**src/include/rxcfg_consts.svh**
```systemverilog
/*
  Constants of the receiver configuration and off-command logic: field
  positions, reset values and line timing. Assumes a 100 ns system clock.
*/
`ifndef RXCFG_CONSTS_SVH
`define RXCFG_CONSTS_SVH
`define RXC_CLK_NS 100
// Least times round up, longest times round down
`define RXC_T1_UNIT_NS 12500
`define RXC_T1_UNIT_CYC ((`RXC_T1_UNIT_NS + `RXC_CLK_NS - 1) / `RXC_CLK_NS)
`define RXC_T1_MAX_NS 5000000
`define RXC_T1_MAX_CYC (`RXC_T1_MAX_NS / `RXC_CLK_NS)
`define RXC_T2_NS 20000
`define RXC_T2_CYC ((`RXC_T2_NS + `RXC_CLK_NS - 1) / `RXC_CLK_NS)
`define RXC_T3_NS 10000
`define RXC_T3_CYC ((`RXC_T3_NS + `RXC_CLK_NS - 1) / `RXC_CLK_NS)
`define RXC_TBIT_NS 40000
`define RXC_TBIT_CYC ((`RXC_TBIT_NS + `RXC_CLK_NS - 1) / `RXC_CLK_NS)
`define RXC_T10_NS 20000
`define RXC_T10_CYC ((`RXC_T10_NS + `RXC_CLK_NS - 1) / `RXC_CLK_NS)
`define RXC_RM_PER_NS 200000
`define RXC_RM_PER_CYC (`RXC_RM_PER_NS / `RXC_CLK_NS)
`define RXC_RM_LOW_NS 20000
`define RXC_RM_LOW_CYC (`RXC_RM_LOW_NS / `RXC_CLK_NS)
`define RXC_SLEEP_SHIFT 10
`define RXC_SLEEP_PERM 5'h1f
`define RXC_FRAME_LAST 4'hd
// Field positions inside the 12-bit registers
`define RXC_OP_BAND_HI 11
`define RXC_OP_BAND_LO 10
`define RXC_OP_CHK_HI 9
`define RXC_OP_CHK_LO 8
`define RXC_OP_AUX_OUTPUT_PIN 7
`define RXC_OP_SLP_HI 6
`define RXC_OP_SLP_LO 2
`define RXC_OP_XSTD 1
`define RXC_OP_XTMP 0
`define RXC_LIM_MIN_HI 11
`define RXC_LIM_MIN_LO 6
`define RXC_LIM_MAX_HI 5
`define RXC_LIM_MAX_LO 0
`define RXC_OP_RESET 12'h22c
`define RXC_LIM_RESET 12'h398
`endif

```
**src/include/rxcfg_pkg.sv**
```systemverilog
/*
  Types of the receiver configuration logic. Assumes nothing else.
*/
package rxcfg_pkg;
  typedef enum logic [2:0] {
    RXCFG_C_IDLE = 3'b000,
    RXCFG_C_LOW = 3'b001,
    RXCFG_C_GAP = 3'b010,
    RXCFG_C_SYNC = 3'b011,
    RXCFG_C_BIT = 3'b100,
    RXCFG_C_TAIL = 3'b101
  } rxcfg_cmd_t;
  typedef enum logic [1:0] {
    RXCFG_P_POLL = 2'b00,
    RXCFG_P_RECV = 2'b01,
    RXCFG_P_SLEEP = 2'b10
  } rxcfg_pwr_t;
endpackage

```
**src/hdl/rxcfg_core.sv**
```systemverilog
/*
  Configuration registers, off command and sleep control of a polling
  receiver. Assumes an open-drain data line with a pull-up, an enable pin,
  and a bit-check engine on sys_clk reporting pass/fail pulses.
*/
`timescale 1ns/1ps
`include "rxcfg_consts.svh"

// Notes on behaviour
// Off command or enable low ends receiving
// Controller holds line low band-dependent time
// Overlong initial low erases the marker
// Off frame: bit one set, one sync
// Off ends after t1+t2+t3+bit time+t10, then sleep
// Enable rising edge starts sleep time
// Enable held low keeps receiver asleep
// Controller-only polling should use sleep zero
// Two 12-bit registers written over data line
// Lost contents shown by marker on line
// Reset loads defaults into both registers
// Bit one off; bit two selects register
// Operating frame field order as specified
// Limit frame: two 6-bit limits, defaults
// Band selects factor 8,4,2,1, default 00
// Both limits scaled by band factor
// Check count codes mean 0,3,6,9
// Aux pin follows level bit, default 0
// Sleep = value*factor*1024; 0 none, 31 permanent
// Sleep factor 8 if any bit; temp reverts
// Lower limit*factor; upper minus one*factor
// Controller keeps limits at 10/12 or more
// Frame bits sent MSB first, one per sync
module rxcfg_core import rxcfg_pkg::*; #(
  parameter int T1_MAX_CYC = `RXC_T1_MAX_CYC
) (
  input logic sys_clk,
  input logic rst_n,
  input logic data_in,
  output logic data_out,
  output logic data_oe,
  input logic enable_in,
  input logic bit_check_ok,
  input logic bit_check_fail,
  input logic brownout_det,
  output logic aux_output_pin,
  output rxcfg_pwr_t power_mode,
  output logic off_cmd_done,
  output logic lost_config_marker,
  output logic [1:0] rate_band_select,
  output logic [3:0] window_scale_factor,
  output logic [3:0] bits_to_check,
  output logic [8:0] lim_min_cycles,
  output logic [8:0] lim_max_cycles
);

  ////////////////////////////////////////////////////////////////////////
  // Pin synchronisers and quiet-time tracking
  logic data_s1_reg, data_s2_reg, en_s1_reg, en_s2_reg, en_d_reg;
  logic [1:0] quiet_reg;
  logic oe_reg;

  // Quiet guard: our own released low must not look like a command
  always_ff @(posedge sys_clk or negedge rst_n) begin
    if (!rst_n) begin
      data_s1_reg <= 1'b1;
      data_s2_reg <= 1'b1;
      en_s1_reg <= 1'b1;
      en_s2_reg <= 1'b1;
      en_d_reg <= 1'b1;
      quiet_reg <= 2'h0;
    end else begin
      data_s1_reg <= data_in;
      data_s2_reg <= data_s1_reg;
      en_s1_reg <= enable_in;
      en_s2_reg <= en_s1_reg;
      en_d_reg <= en_s2_reg;
      quiet_reg <= oe_reg ? 2'h0 : ((quiet_reg == 2'h3) ? quiet_reg : quiet_reg + 2'h1);
    end
  end

  logic ext_low, en_rise;
  assign ext_low = !data_s2_reg && (quiet_reg == 2'h3);
  assign en_rise = en_s2_reg && !en_d_reg;

  ////////////////////////////////////////////////////////////////////////
  // Command receiver and configuration registers
  rxcfg_cmd_t cmd_reg, cmd_next;
  logic [15:0] cnt_reg, cnt_next;
  logic [3:0] idx_reg, idx_next;
  logic [10:0] shift_reg, shift_next;
  logic sel_reg, sel_next;
  logic [11:0] op_reg, op_next, lim_reg, lim_next;
  logic mark_reg, mark_next, wop_reg, wop_next, wlim_reg, wlim_next;
  logic revert_reg, revert_next, oe_next, off_reg, off_next;
  logic [15:0] rm_reg, rm_next, t1_min;
  logic bit_val;

  assign rate_band_select = op_reg[`RXC_OP_BAND_HI:`RXC_OP_BAND_LO];
  assign window_scale_factor = 4'(4'h8 >> rate_band_select);
  assign t1_min = 16'(`RXC_T1_UNIT_CYC) * {12'h0, window_scale_factor};
  assign bit_val = data_s2_reg;

  always_comb begin
    cmd_next = cmd_reg;
    cnt_next = cnt_reg;
    idx_next = idx_reg;
    shift_next = shift_reg;
    sel_next = sel_reg;
    op_next = op_reg;
    lim_next = lim_reg;
    mark_next = mark_reg;
    wop_next = wop_reg;
    wlim_next = wlim_reg;
    revert_next = revert_reg;
    oe_next = 1'b0;
    off_next = 1'b0;
    rm_next = (rm_reg == 16'(`RXC_RM_PER_CYC - 1)) ? 16'h0 : rm_reg + 16'h1;
    unique case (cmd_reg)
      RXCFG_C_IDLE: begin
        if (ext_low) begin
          cmd_next = RXCFG_C_LOW;
          cnt_next = 16'h0;
        end else begin
          oe_next = mark_reg && (rm_next < 16'(`RXC_RM_LOW_CYC));
        end
      end
      RXCFG_C_LOW: begin
        if (cnt_reg != 16'hffff) begin
          cnt_next = cnt_reg + 16'h1;
        end
        if (cnt_reg == 16'(T1_MAX_CYC)) begin
          mark_next = 1'b0;
        end
        if (data_s2_reg) begin
          cnt_next = 16'h0;
          idx_next = 4'h0;
          // Too short a low is ignored as a glitch
          cmd_next = (cnt_reg >= t1_min) ? RXCFG_C_GAP : RXCFG_C_IDLE;
        end
      end
      RXCFG_C_GAP: begin
        cnt_next = cnt_reg + 16'h1;
        if (cnt_reg == 16'(`RXC_T2_CYC - 1)) begin
          cmd_next = RXCFG_C_SYNC;
          cnt_next = 16'h0;
          oe_next = 1'b1;
        end
      end
      RXCFG_C_SYNC: begin
        cnt_next = cnt_reg + 16'h1;
        oe_next = 1'b1;
        if (cnt_reg == 16'(`RXC_T3_CYC - 1)) begin
          cmd_next = RXCFG_C_BIT;
          cnt_next = 16'h0;
          oe_next = 1'b0;
        end
      end
      RXCFG_C_BIT: begin
        cnt_next = cnt_reg + 16'h1;
        if (cnt_reg == 16'(`RXC_TBIT_CYC - 1)) begin
          cnt_next = 16'h0;
          idx_next = idx_reg + 4'h1;
          cmd_next = RXCFG_C_SYNC;
          oe_next = 1'b1;
          if (idx_reg == 4'h0) begin
            if (bit_val) begin
              cmd_next = RXCFG_C_TAIL;
              oe_next = 1'b0;
            end
          end else if (idx_reg == 4'h1) begin
            sel_next = bit_val;
          end else begin
            shift_next = {shift_reg[9:0], bit_val};
            if (idx_reg == `RXC_FRAME_LAST) begin
              cmd_next = RXCFG_C_IDLE;
              oe_next = 1'b0;
              // Last field bit completes the write
              if (sel_reg) begin
                op_next = {shift_reg, bit_val};
                wop_next = 1'b1;
                revert_next = 1'b0;
              end else begin
                lim_next = {shift_reg, bit_val};
                wlim_next = 1'b1;
              end
            end
          end
        end
      end
      RXCFG_C_TAIL: begin
        cnt_next = cnt_reg + 16'h1;
        if (cnt_reg == 16'(`RXC_T10_CYC - 1)) begin
          cmd_next = RXCFG_C_IDLE;
          off_next = 1'b1;
        end
      end
      default: begin
        cmd_next = RXCFG_C_IDLE;
      end
    endcase
    // Marker clears once both registers have been rewritten
    if (mark_reg && wop_next && wlim_next) begin
      mark_next = 1'b0;
    end
    // Failure set wins over the clear by an operating write
    if (bit_check_fail && op_reg[`RXC_OP_XTMP] && !op_reg[`RXC_OP_XSTD]) begin
      revert_next = 1'b1;
    end
    if (brownout_det) begin
      op_next = `RXC_OP_RESET;
      lim_next = `RXC_LIM_RESET;
      mark_next = 1'b1;
      wop_next = 1'b0;
      wlim_next = 1'b0;
      revert_next = 1'b0;
    end
  end

  // Defaults at reset give a working receiver without programming
  always_ff @(posedge sys_clk or negedge rst_n) begin
    if (!rst_n) begin
      cmd_reg <= RXCFG_C_IDLE;
      cnt_reg <= 16'h0;
      idx_reg <= 4'h0;
      shift_reg <= 11'h0;
      sel_reg <= 1'b0;
      op_reg <= `RXC_OP_RESET;
      lim_reg <= `RXC_LIM_RESET;
      mark_reg <= 1'b0;
      wop_reg <= 1'b0;
      wlim_reg <= 1'b0;
      revert_reg <= 1'b0;
      oe_reg <= 1'b0;
      off_reg <= 1'b0;
      rm_reg <= 16'h0;
    end else begin
      cmd_reg <= cmd_next;
      cnt_reg <= cnt_next;
      idx_reg <= idx_next;
      shift_reg <= shift_next;
      sel_reg <= sel_next;
      op_reg <= op_next;
      lim_reg <= lim_next;
      mark_reg <= mark_next;
      wop_reg <= wop_next;
      wlim_reg <= wlim_next;
      revert_reg <= revert_next;
      oe_reg <= oe_next;
      off_reg <= off_next;
      rm_reg <= rm_next;
    end
  end

  // Open drain: only ever pull low
  assign data_out = 1'b0;
  assign data_oe = oe_reg;
  assign off_cmd_done = off_reg;
  assign lost_config_marker = mark_reg;
  assign aux_output_pin = op_reg[`RXC_OP_AUX_OUTPUT_PIN];

  logic [1:0] chk;
  logic [5:0] lmin, lmax;
  assign chk = op_reg[`RXC_OP_CHK_HI:`RXC_OP_CHK_LO];
  assign bits_to_check = {1'b0, chk, 1'b0} + {2'h0, chk};
  assign lmin = lim_reg[`RXC_LIM_MIN_HI:`RXC_LIM_MIN_LO];
  assign lmax = lim_reg[`RXC_LIM_MAX_HI:`RXC_LIM_MAX_LO];
  // Upper limit minus one; a zero value wraps, controller keeps it >= 12
  assign lim_min_cycles = 9'({3'h0, lmin} << (2'h3 - rate_band_select));
  assign lim_max_cycles = 9'({3'h0, lmax - 6'h1} << (2'h3 - rate_band_select));

  ////////////////////////////////////////////////////////////////////////
  // Power state and sleep timer
  rxcfg_pwr_t pwr_reg, pwr_next;
  logic [17:0] slp_reg, slp_next, slp_load;
  logic [4:0] slp_val;
  logic x8;

  assign slp_val = op_reg[`RXC_OP_SLP_HI:`RXC_OP_SLP_LO];
  assign x8 = op_reg[`RXC_OP_XSTD] || (op_reg[`RXC_OP_XTMP] && !revert_reg);
  assign slp_load = 18'({13'h0, slp_val} << (x8 ? 4'd13 : 4'd10));

  always_comb begin
    pwr_next = pwr_reg;
    slp_next = slp_reg;
    if (!en_s2_reg || en_rise || off_reg) begin
      // Low enable holds the timer loaded, so counting starts at the edge
      pwr_next = RXCFG_P_SLEEP;
      slp_next = slp_load;
    end else begin
      unique case (pwr_reg)
        RXCFG_P_POLL: begin
          if (bit_check_ok) begin
            pwr_next = RXCFG_P_RECV;
          end else if (bit_check_fail) begin
            pwr_next = RXCFG_P_SLEEP;
            slp_next = slp_load;
          end
        end
        RXCFG_P_RECV: begin
          pwr_next = RXCFG_P_RECV;
        end
        RXCFG_P_SLEEP: begin
          if (slp_val != `RXC_SLEEP_PERM) begin
            if (slp_reg == 18'h0) begin
              pwr_next = RXCFG_P_POLL;
            end else begin
              slp_next = slp_reg - 18'h1;
            end
          end
        end
        default: begin
          pwr_next = RXCFG_P_POLL;
        end
      endcase
    end
  end

  always_ff @(posedge sys_clk or negedge rst_n) begin
    if (!rst_n) begin
      pwr_reg <= RXCFG_P_POLL;
      slp_reg <= 18'h0;
    end else begin
      pwr_reg <= pwr_next;
      slp_reg <= slp_next;
    end
  end

  assign power_mode = pwr_reg;
endmodule

```
**config.mk**
```make
export PLATFORM = sky130hd
export DESIGN_NAME = rxcfg_core
export DESIGN_NICKNAME = d
export VERILOG_FILES = /design/src/include/rxcfg_pkg.sv /design/src/hdl/rxcfg_core.sv
export VERILOG_INCLUDE_DIRS = /design/src /design/src/include
export SDC_FILE = /design/constraint.sdc
export NUM_CORES = 1
export LEC_CHECK = 0
export ABC_AREA = 1
export BUFFER_PORTS_ARGS = -buffer_cell sky130_fd_sc_hd__buf_2
export CAP_MARGIN = 0
export CORE_UTILIZATION = 55
export CTS_CLUSTER_DIAMETER = 30
export CTS_CLUSTER_SIZE = 12
export DETAILED_ROUTE_END_ITERATION = 7
export GPL_TIMING_DRIVEN = 1
export PLACE_DENSITY = 0.78
export SLEW_MARGIN = 10
export SYNTH_ARGS = -nofsm -noshare
export SYNTH_HDL_FRONTEND = slang
export SYNTH_SLANG_ARGS = --single-unit
```
**constraint.sdc**
```tcl
create_clock -name sys_clk -period 3.3 [get_ports sys_clk]
set_input_delay 0.33 -clock sys_clk [delete_from_list [all_inputs] [get_ports sys_clk]]
set_output_delay 0.33 -clock sys_clk [all_outputs]
set_load 0.1 [all_outputs]
```
==> flow_summary.json, run 1 <==
{
  "status": "complete, no violations",
  "finalCritPeriodShare_pct": 83.1,
  "num_rows": 40,
  "grt_remaining_overflow": 0,
  "path_delay_family": "adder cells",
  "pwr_density_cell_nw_per_um2": 469,
  "ir_drop_uv": 355,
  "fin_area_um2": 7480,
  "arrival_ns": 2.99,
  "grt_pass1_vias": 5408,
  "clock_path_buffers": 2,
  "min_period_ns": 2.74,
  "cts_tree": "built",
  "pin_count": 42,
  "startpoint_type": "flop",
  "setup_viol": 0,
  "antenna_left": 0,
  "antenna_found_initial": 0,
  "clock-sinks": 108,
  "die_h_um": 114,
  "route.detailed.drc": 0,
  "required_ns": 3.55,
  "synth_cell_types": 50,
  "synth_edf_count": 0,
  "syn_inst": 923,
  "cts_inserted_buffers": 9,
  "dp_hpwl_um": 10700,
  "synth_top_area_share_pct": 34.2,
  "clockRootBuffer": "clkbuf_16",
  "crit_type": "flop to flop",
  "syn_nets": 959,
  "portBuffers": 40,
  "fin_ws_ns": 0.557,
  "place_area_um2": 7190,
  "die_x_um": 114,
  "relSlewSlack_pct": 57.3,
  "ys_seq_area_share_pct": 39.6,
  "synthesis.area_um2": 6870,
  "wl_per_cell_um": 12.9,
  "diodes": 0,
  "cts_hold_buf": 0,
  "cp-end-kind": "flop",
  "async_flop_share_pct": 100,
  "drive_above_1_share_pct": 14.0,
  "synth.largest_area_cell": "dfrtp_1",
  "slowest_stage": "dfrtp_1",
  "post-cts-setup-buffers": 0,
  "cts-resized-gates": 0,
  "htreeDepth": 3,
  "grt_max_degree": 62,
  "insertion_delay_ns": 0.36,
  "vias": 5891,
  "drtIter0Drc": 370,
  "areaGrowthSynthToFinish_pct": 8.79,
  "grt_usage_pct": 24.3,
  "core_um2": 12100,
  "fin_total_pwr_mw": 3.51,
  "synth_area_per_cell_um2": 7.44,
  "yosys_register_bits": 108,
  "place_congestion": 0.868,
  "path_clk_slew_ns": 0.08,
  "ys.flop_type": "dfrtp_1",
  "synth-warning-count": 0,
  "synth_area_leaders": "dfrtp_1, nand2_1, inv_1",
  "dp_slack_ns": 0.626,
  "rsz0062_at_grt": "false",
  "hold_viol": 0,
  "worst_slew_pin_slew_ns": 0.641,
  "critical_path.max_stage_delay_ns": 0.36,
  "worst-path-buf-inv": 1,
  "via_per_inst": 5.21,
  "skew_ns": 0.0102,
  "fin_nets": 994,
  "cp_max_fo": 25,
  "first_pass_iters": 5,
  "die_area_um2": 12900,
  "finalMaxSlewViolations": 0,
  "grt_first_pass_wirelength_um": 25200,
  "largest_reg_flops": 18,
  "fmax_mhz": 365,
  "max_cap_violations": 0,
  "wirelength_um": 14600,
  "start_util_pct": 56.7,
  "path_cells": "buf_4, ha_1, ha_1, nand2_1, o21a_1, xor2_1, ha_1, a21oi_1, nor2_1, nor3b_1, nand2_1, nand2_1, nand2_1, nand2_1, nand2_1, nand2_1, nand2_1",
  "cp_common_cell": "nand2_1",
  "hp-class": "primary input to asynchronous set/reset pin",
  "leakagePower_nw": 3.67
}
[per-layer routing]
layer  part of all wire [%]  up-vias  track usage (%)
met3                    4.3       20             3.83
met4                    1.8        0             7.71
met1                     49     2697             34.1
li1                       -     3039                -
met5                      0        -                0
met2                     45      135             38.7
[final cells by class]
| class | count | area [um2] |
|---|---|---|
| clock buffer | 9 | 225 |
| clock inverter | 7 | 62.6 |
| fill | 1118 | 4640 |
| inverter | 143 | 537 |
| multi-input combinational | 652 | 3480 |
| sequential | 108 | 2720 |
| tap | 168 | 210 |
| timing repair buffer | 44 | 245 |
[cells in the final DEF (no fill, tap or decap), types with 9 or more instances in the layout]
cell type and n:
a21oi_1 17, inv_2 16, inv_1 125, clkbuf_16 9, xor2_1 18, nand2_1 206, buf_2 39, o21ai_0 63
nand4_1 18, o21ai_1 35, dfrtp_1 94, nor2_1 96, nor2_2 10, nor3_1 25, dfstp_2 14, ha_1 28
nand3_1 64
[synth_stat cells, types with 3 or more instances]
library cell    n
nor2_4          5
nand4_1        18
a21oi_1        17
nor3_2          7
ha_1           29
o211ai_1        5
o21ai_0        66
nand2_2         7
clkbuf_1        7
xor2_1         18
nor2_1         96
inv_1         125
xnor2_1         5
nand3_2         3
dfstp_2        14
o31ai_1         3
nor2_2         10
dfrtp_1        94
inv_2          16
nand2_1       206
nand3_1        64
buf_6           6
nor3_1         25
o21ai_1        32
o22ai_1         3
a31oi_1         3
buf_4           5
or2_2           4
[cell families after synthesis]
| family | synth area share [%] |
|---|---|
| and+or+nand+nor | 30.7 |
| buffers and inverters | 9.87 |
| AOI/OAI and AO/OA | 11.1 |
| DFF | 39.6 |
| adders and majority gates | 5.28 |
| xor gates and xnor gates | 2.93 |
| muxes | 0.510 |
| other | 0.0546 |
[power by group]
group	internal [mW]	switching [mW]	leakage, nW
Sequential	1.42	0.0805	1.41
Clock	0.531	0.547	0.139
Combinational	0.253	0.678	2.11
[worst paths after layout]
path / from / end / slack (ns) / cells past startpoint
worst max-delay path: op_reg[10]$_DFFE_PN0P_ / cmd_reg[1]$_DFFE_PN0P_ / 0.56 / 17
worst min-delay path: rst_n / slp_reg[2]$_DFFE_PN0P_ / 0.0007 / 1
worst max register to register: op_reg[10]$_DFFE_PN0P_ / cmd_reg[1]$_DFFE_PN0P_ / 0.56 / 17
worst min register to register: en_s1_reg$_DFF_PN1_ / en_s2_reg$_DFF_PN1_ / 0.36 / 0
max in group asynchronous: rst_n / op_reg[5]$_DFFE_PN1P_ / 2.51 / 2
min in group sys_clk: data_in / data_s1_reg$_DFF_PN1_ / 0.06 / 1
[metrics by stage]
stage / setup TNS (ns) / util [%] / hold WS [ns] / instances
floorplan: -0.561 / - / 0.0344 / 923
global placement: 0 / 59.3 / 0.346 / 1115
detailed placement: 0 / 59.3 / 0.348 / 1115
CTS: 0 / 61.7 / 0.0154 / 1131
global route: 0 / 61.7 / 0.0467 / 1131
finish: 0 / 61.7 / 0.000724 / 1131
(Power assumes the default switching activity.)
==> run 2, diff against run 1 <==
Settings changed: PLACE_DENSITY 0.78 to 0.81.
Clock period 3.3 ns to 2.4 ns, I/O delays scaled along.
==> flow_summary.json, run 2 (synthesis results as in run 1) <==
{
  "worst_slew_pin_slew_ns": 0.581,
  "first_pass_iters": 5,
  "drtIter0Drc": 566,
  "dp.cells": 1129,
  "fmax_mhz": 408,
  "num_rows": 40,
  "pwr_density_cell_nw_per_um2": 618,
  "insertion_delay_ns": 0.36,
  "startpoint_type": "flop",
  "dp_hpwl_um": 11000,
  "fin_ws_ns": -0.0480,
  "final_cell_mix": "nand2_1, inv_1, nor2_1, dfrtp_1, nand3_1",
  "finalCritPeriodShare_pct": 102,
  "drive_above_1_share_pct": 18.8,
  "min_period_ns": 2.45,
  "rsz0062_at_grt": "true",
  "grt_usage_pct": 25.6,
  "finalMaxSlewViolations": 0,
  "setup_viol": 1,
  "path_clk_slew_ns": 0.07,
  "die_x_um": 114,
  "wirelength_um": 15500,
  "antenna_found_initial": 0,
  "violations": "setup timing",
  "start_util_pct": 56.7,
  "place_congestion": 0.920,
  "skew_ns": 0.00676,
  "required_ns": 2.66,
  "hold_viol": 0,
  "diodes": 0,
  "htreeDepth": 3,
  "areaGrowthSynthToFinish_pct": 17.2,
  "cp-end-kind": "flop",
  "clock-sinks": 108,
  "fin_total_pwr_mw": 4.98,
  "core_um2": 12100,
  "pin_count": 42,
  "cp_common_cell": "nand2_1",
  "final_cells": 1156,
  "crit_type": "flop to flop",
  "relSlewSlack_pct": 61.2,
  "ir_drop_uv": 353,
  "grt_first_pass_wirelength_um": 26700,
  "fin_nets": 1019,
  "grt_remaining_overflow": 0,
  "grt_max_degree": 109,
  "die_area_um2": 12900,
  "route.detailed.drc": 0,
  "via_per_inst": 5.21,
  "hp-class": "primary input to flop",
  "cts_tree": "built",
  "clock_path_buffers": 2,
  "cts_inserted_buffers": 9,
  "max_cap_violations": 0,
  "leakagePower_nw": 3.89,
  "vias": 6020,
  "die_h_um": 114,
  "antenna_left": 0,
  "portBuffers": 40,
  "grt_pass1_vias": 5767,
  "path_cells": "buf_6, ha_2, inv_1, buf_4, buf_4, buf_4, nand3_1, nand3_1, xor2_1, ha_2, a2111oi_4, nand2_1, nand2_1, nand2_1, nand2_1, nand2_1",
  "critical_path.max_stage_delay_ns": 0.45,
  "fin_area_um2": 8050,
  "cp_max_fo": 4,
  "clockRootBuffer": "clkbuf_16",
  "slowest_stage": "dfrtp_2",
  "layout_commonest_cell": "nand2_1",
  "status": "finished with violations",
  "largest_reg_flops": 18,
  "place_area_um2": 7550,
  "arrival_ns": 2.70,
  "wl_per_cell_um": 13.4
}
-- run 2: cell types whose count changed in the layout (fill, tap and decap cells not counted), moves of 4 or more --
cell	before	now
ha_4	0	5
nor3_2	7	11
inv_2	16	21
inv_1	125	120
o21ai_0	63	58
buf_2	39	25
nor3_1	25	21
ha_1	28	21
buf_12	1	14
buf_6	0	4
buf_4	4	23
-- run 2: final cells by class --
type,instances,area (um2)
timing repair buffer,69,653
tap,168,210
inverter,143,542
fill,1025,4060
sequential,108,2720
clock inverter,6,70.1
multi-input combinational,652,3620
clock buffer,10,239
-- run 2: metal layers --
metal | share of wire [%] | GRT usage (%)
met1 | 46 | 34.0
met2 | 47 | 42.2
met3 | 5.6 | 6.00
met4 | 1.2 | 7.01
met5 | 0 | 0
-- run 2: per-stage QoR --
step / hold slack (ns) / setup TNS (ns) / util [%] / setup WS [ns]
after floorplan: -0.0556 / -2.50 / - / -0.611
after global routing: 0.198 / -0.269 / 66.5 / -0.269
after detailed placement: 0.348 / -0.161 / 62.4 / -0.161
after global placement: 0.347 / -0.0726 / 62.4 / -0.0726
final: 0.183 / -0.0480 / 66.5 / -0.0480
after CTS: 0.167 / -0.0693 / 65.8 / -0.0693
-- run 2: path summary, 6_finish.rpt --
| kind | slack [ns] | depth (start not counted) | endpoint | start |
|---|---|---|---|---|
| max | -0.05 | 16 | cmd_reg[1]$_DFFE_PN0P_ | op_reg[10]$_DFFE_PN0P_ |
| min | 0.18 | 3 | power_mode[0]$_DFFE_PN0P_ | bit_check_ok |
| max reg2reg | -0.05 | 16 | cmd_reg[1]$_DFFE_PN0P_ | op_reg[10]$_DFFE_PN0P_ |
| min reg2reg | 0.36 | 0 | bit_val$_DFF_PN1_ | data_s1_reg$_DFF_PN1_ |
| max in group asynchronous | 1.43 | 3 | op_reg[10]$_DFFE_PN0P_ | rst_n |
| min in group asynchronous | 0.48 | 3 | rm_reg[14]$_DFF_PN0_ | rst_n |
-- run 2: what timing repair did --
| item | in CTS | in global routing |
|---|---|---|
| hold buffers | 3 | 0 |
| setup endpoints to repair | 1 | 2 |
| endpoints found under the hold margin | 96 | 0 |
| pin swaps | 6 | 16 |
| setup buffers | 5 | 3 |
| resized for setup | 12 | 19 |
-- run 2: critical path: cells and delay by family (launching register included) --
family | cells | cell delay (ns)
AOI/OAI and AO/OA | 1 | 0.34
xor gates and xnor gates | 1 | 0.15
adders and majority gates | 2 | 0.36
buffers and inverters | 5 | 0.58
DFF | 1 | 0.45
and+or+nand+nor | 7 | 0.45
-- run 2: power breakdown --
group          leakage [nW]  internal [mW]  switching [mW]
sequential             1.41           1.95           0.110
clock                 0.154          0.850           0.714
combinational          2.32          0.393           0.961
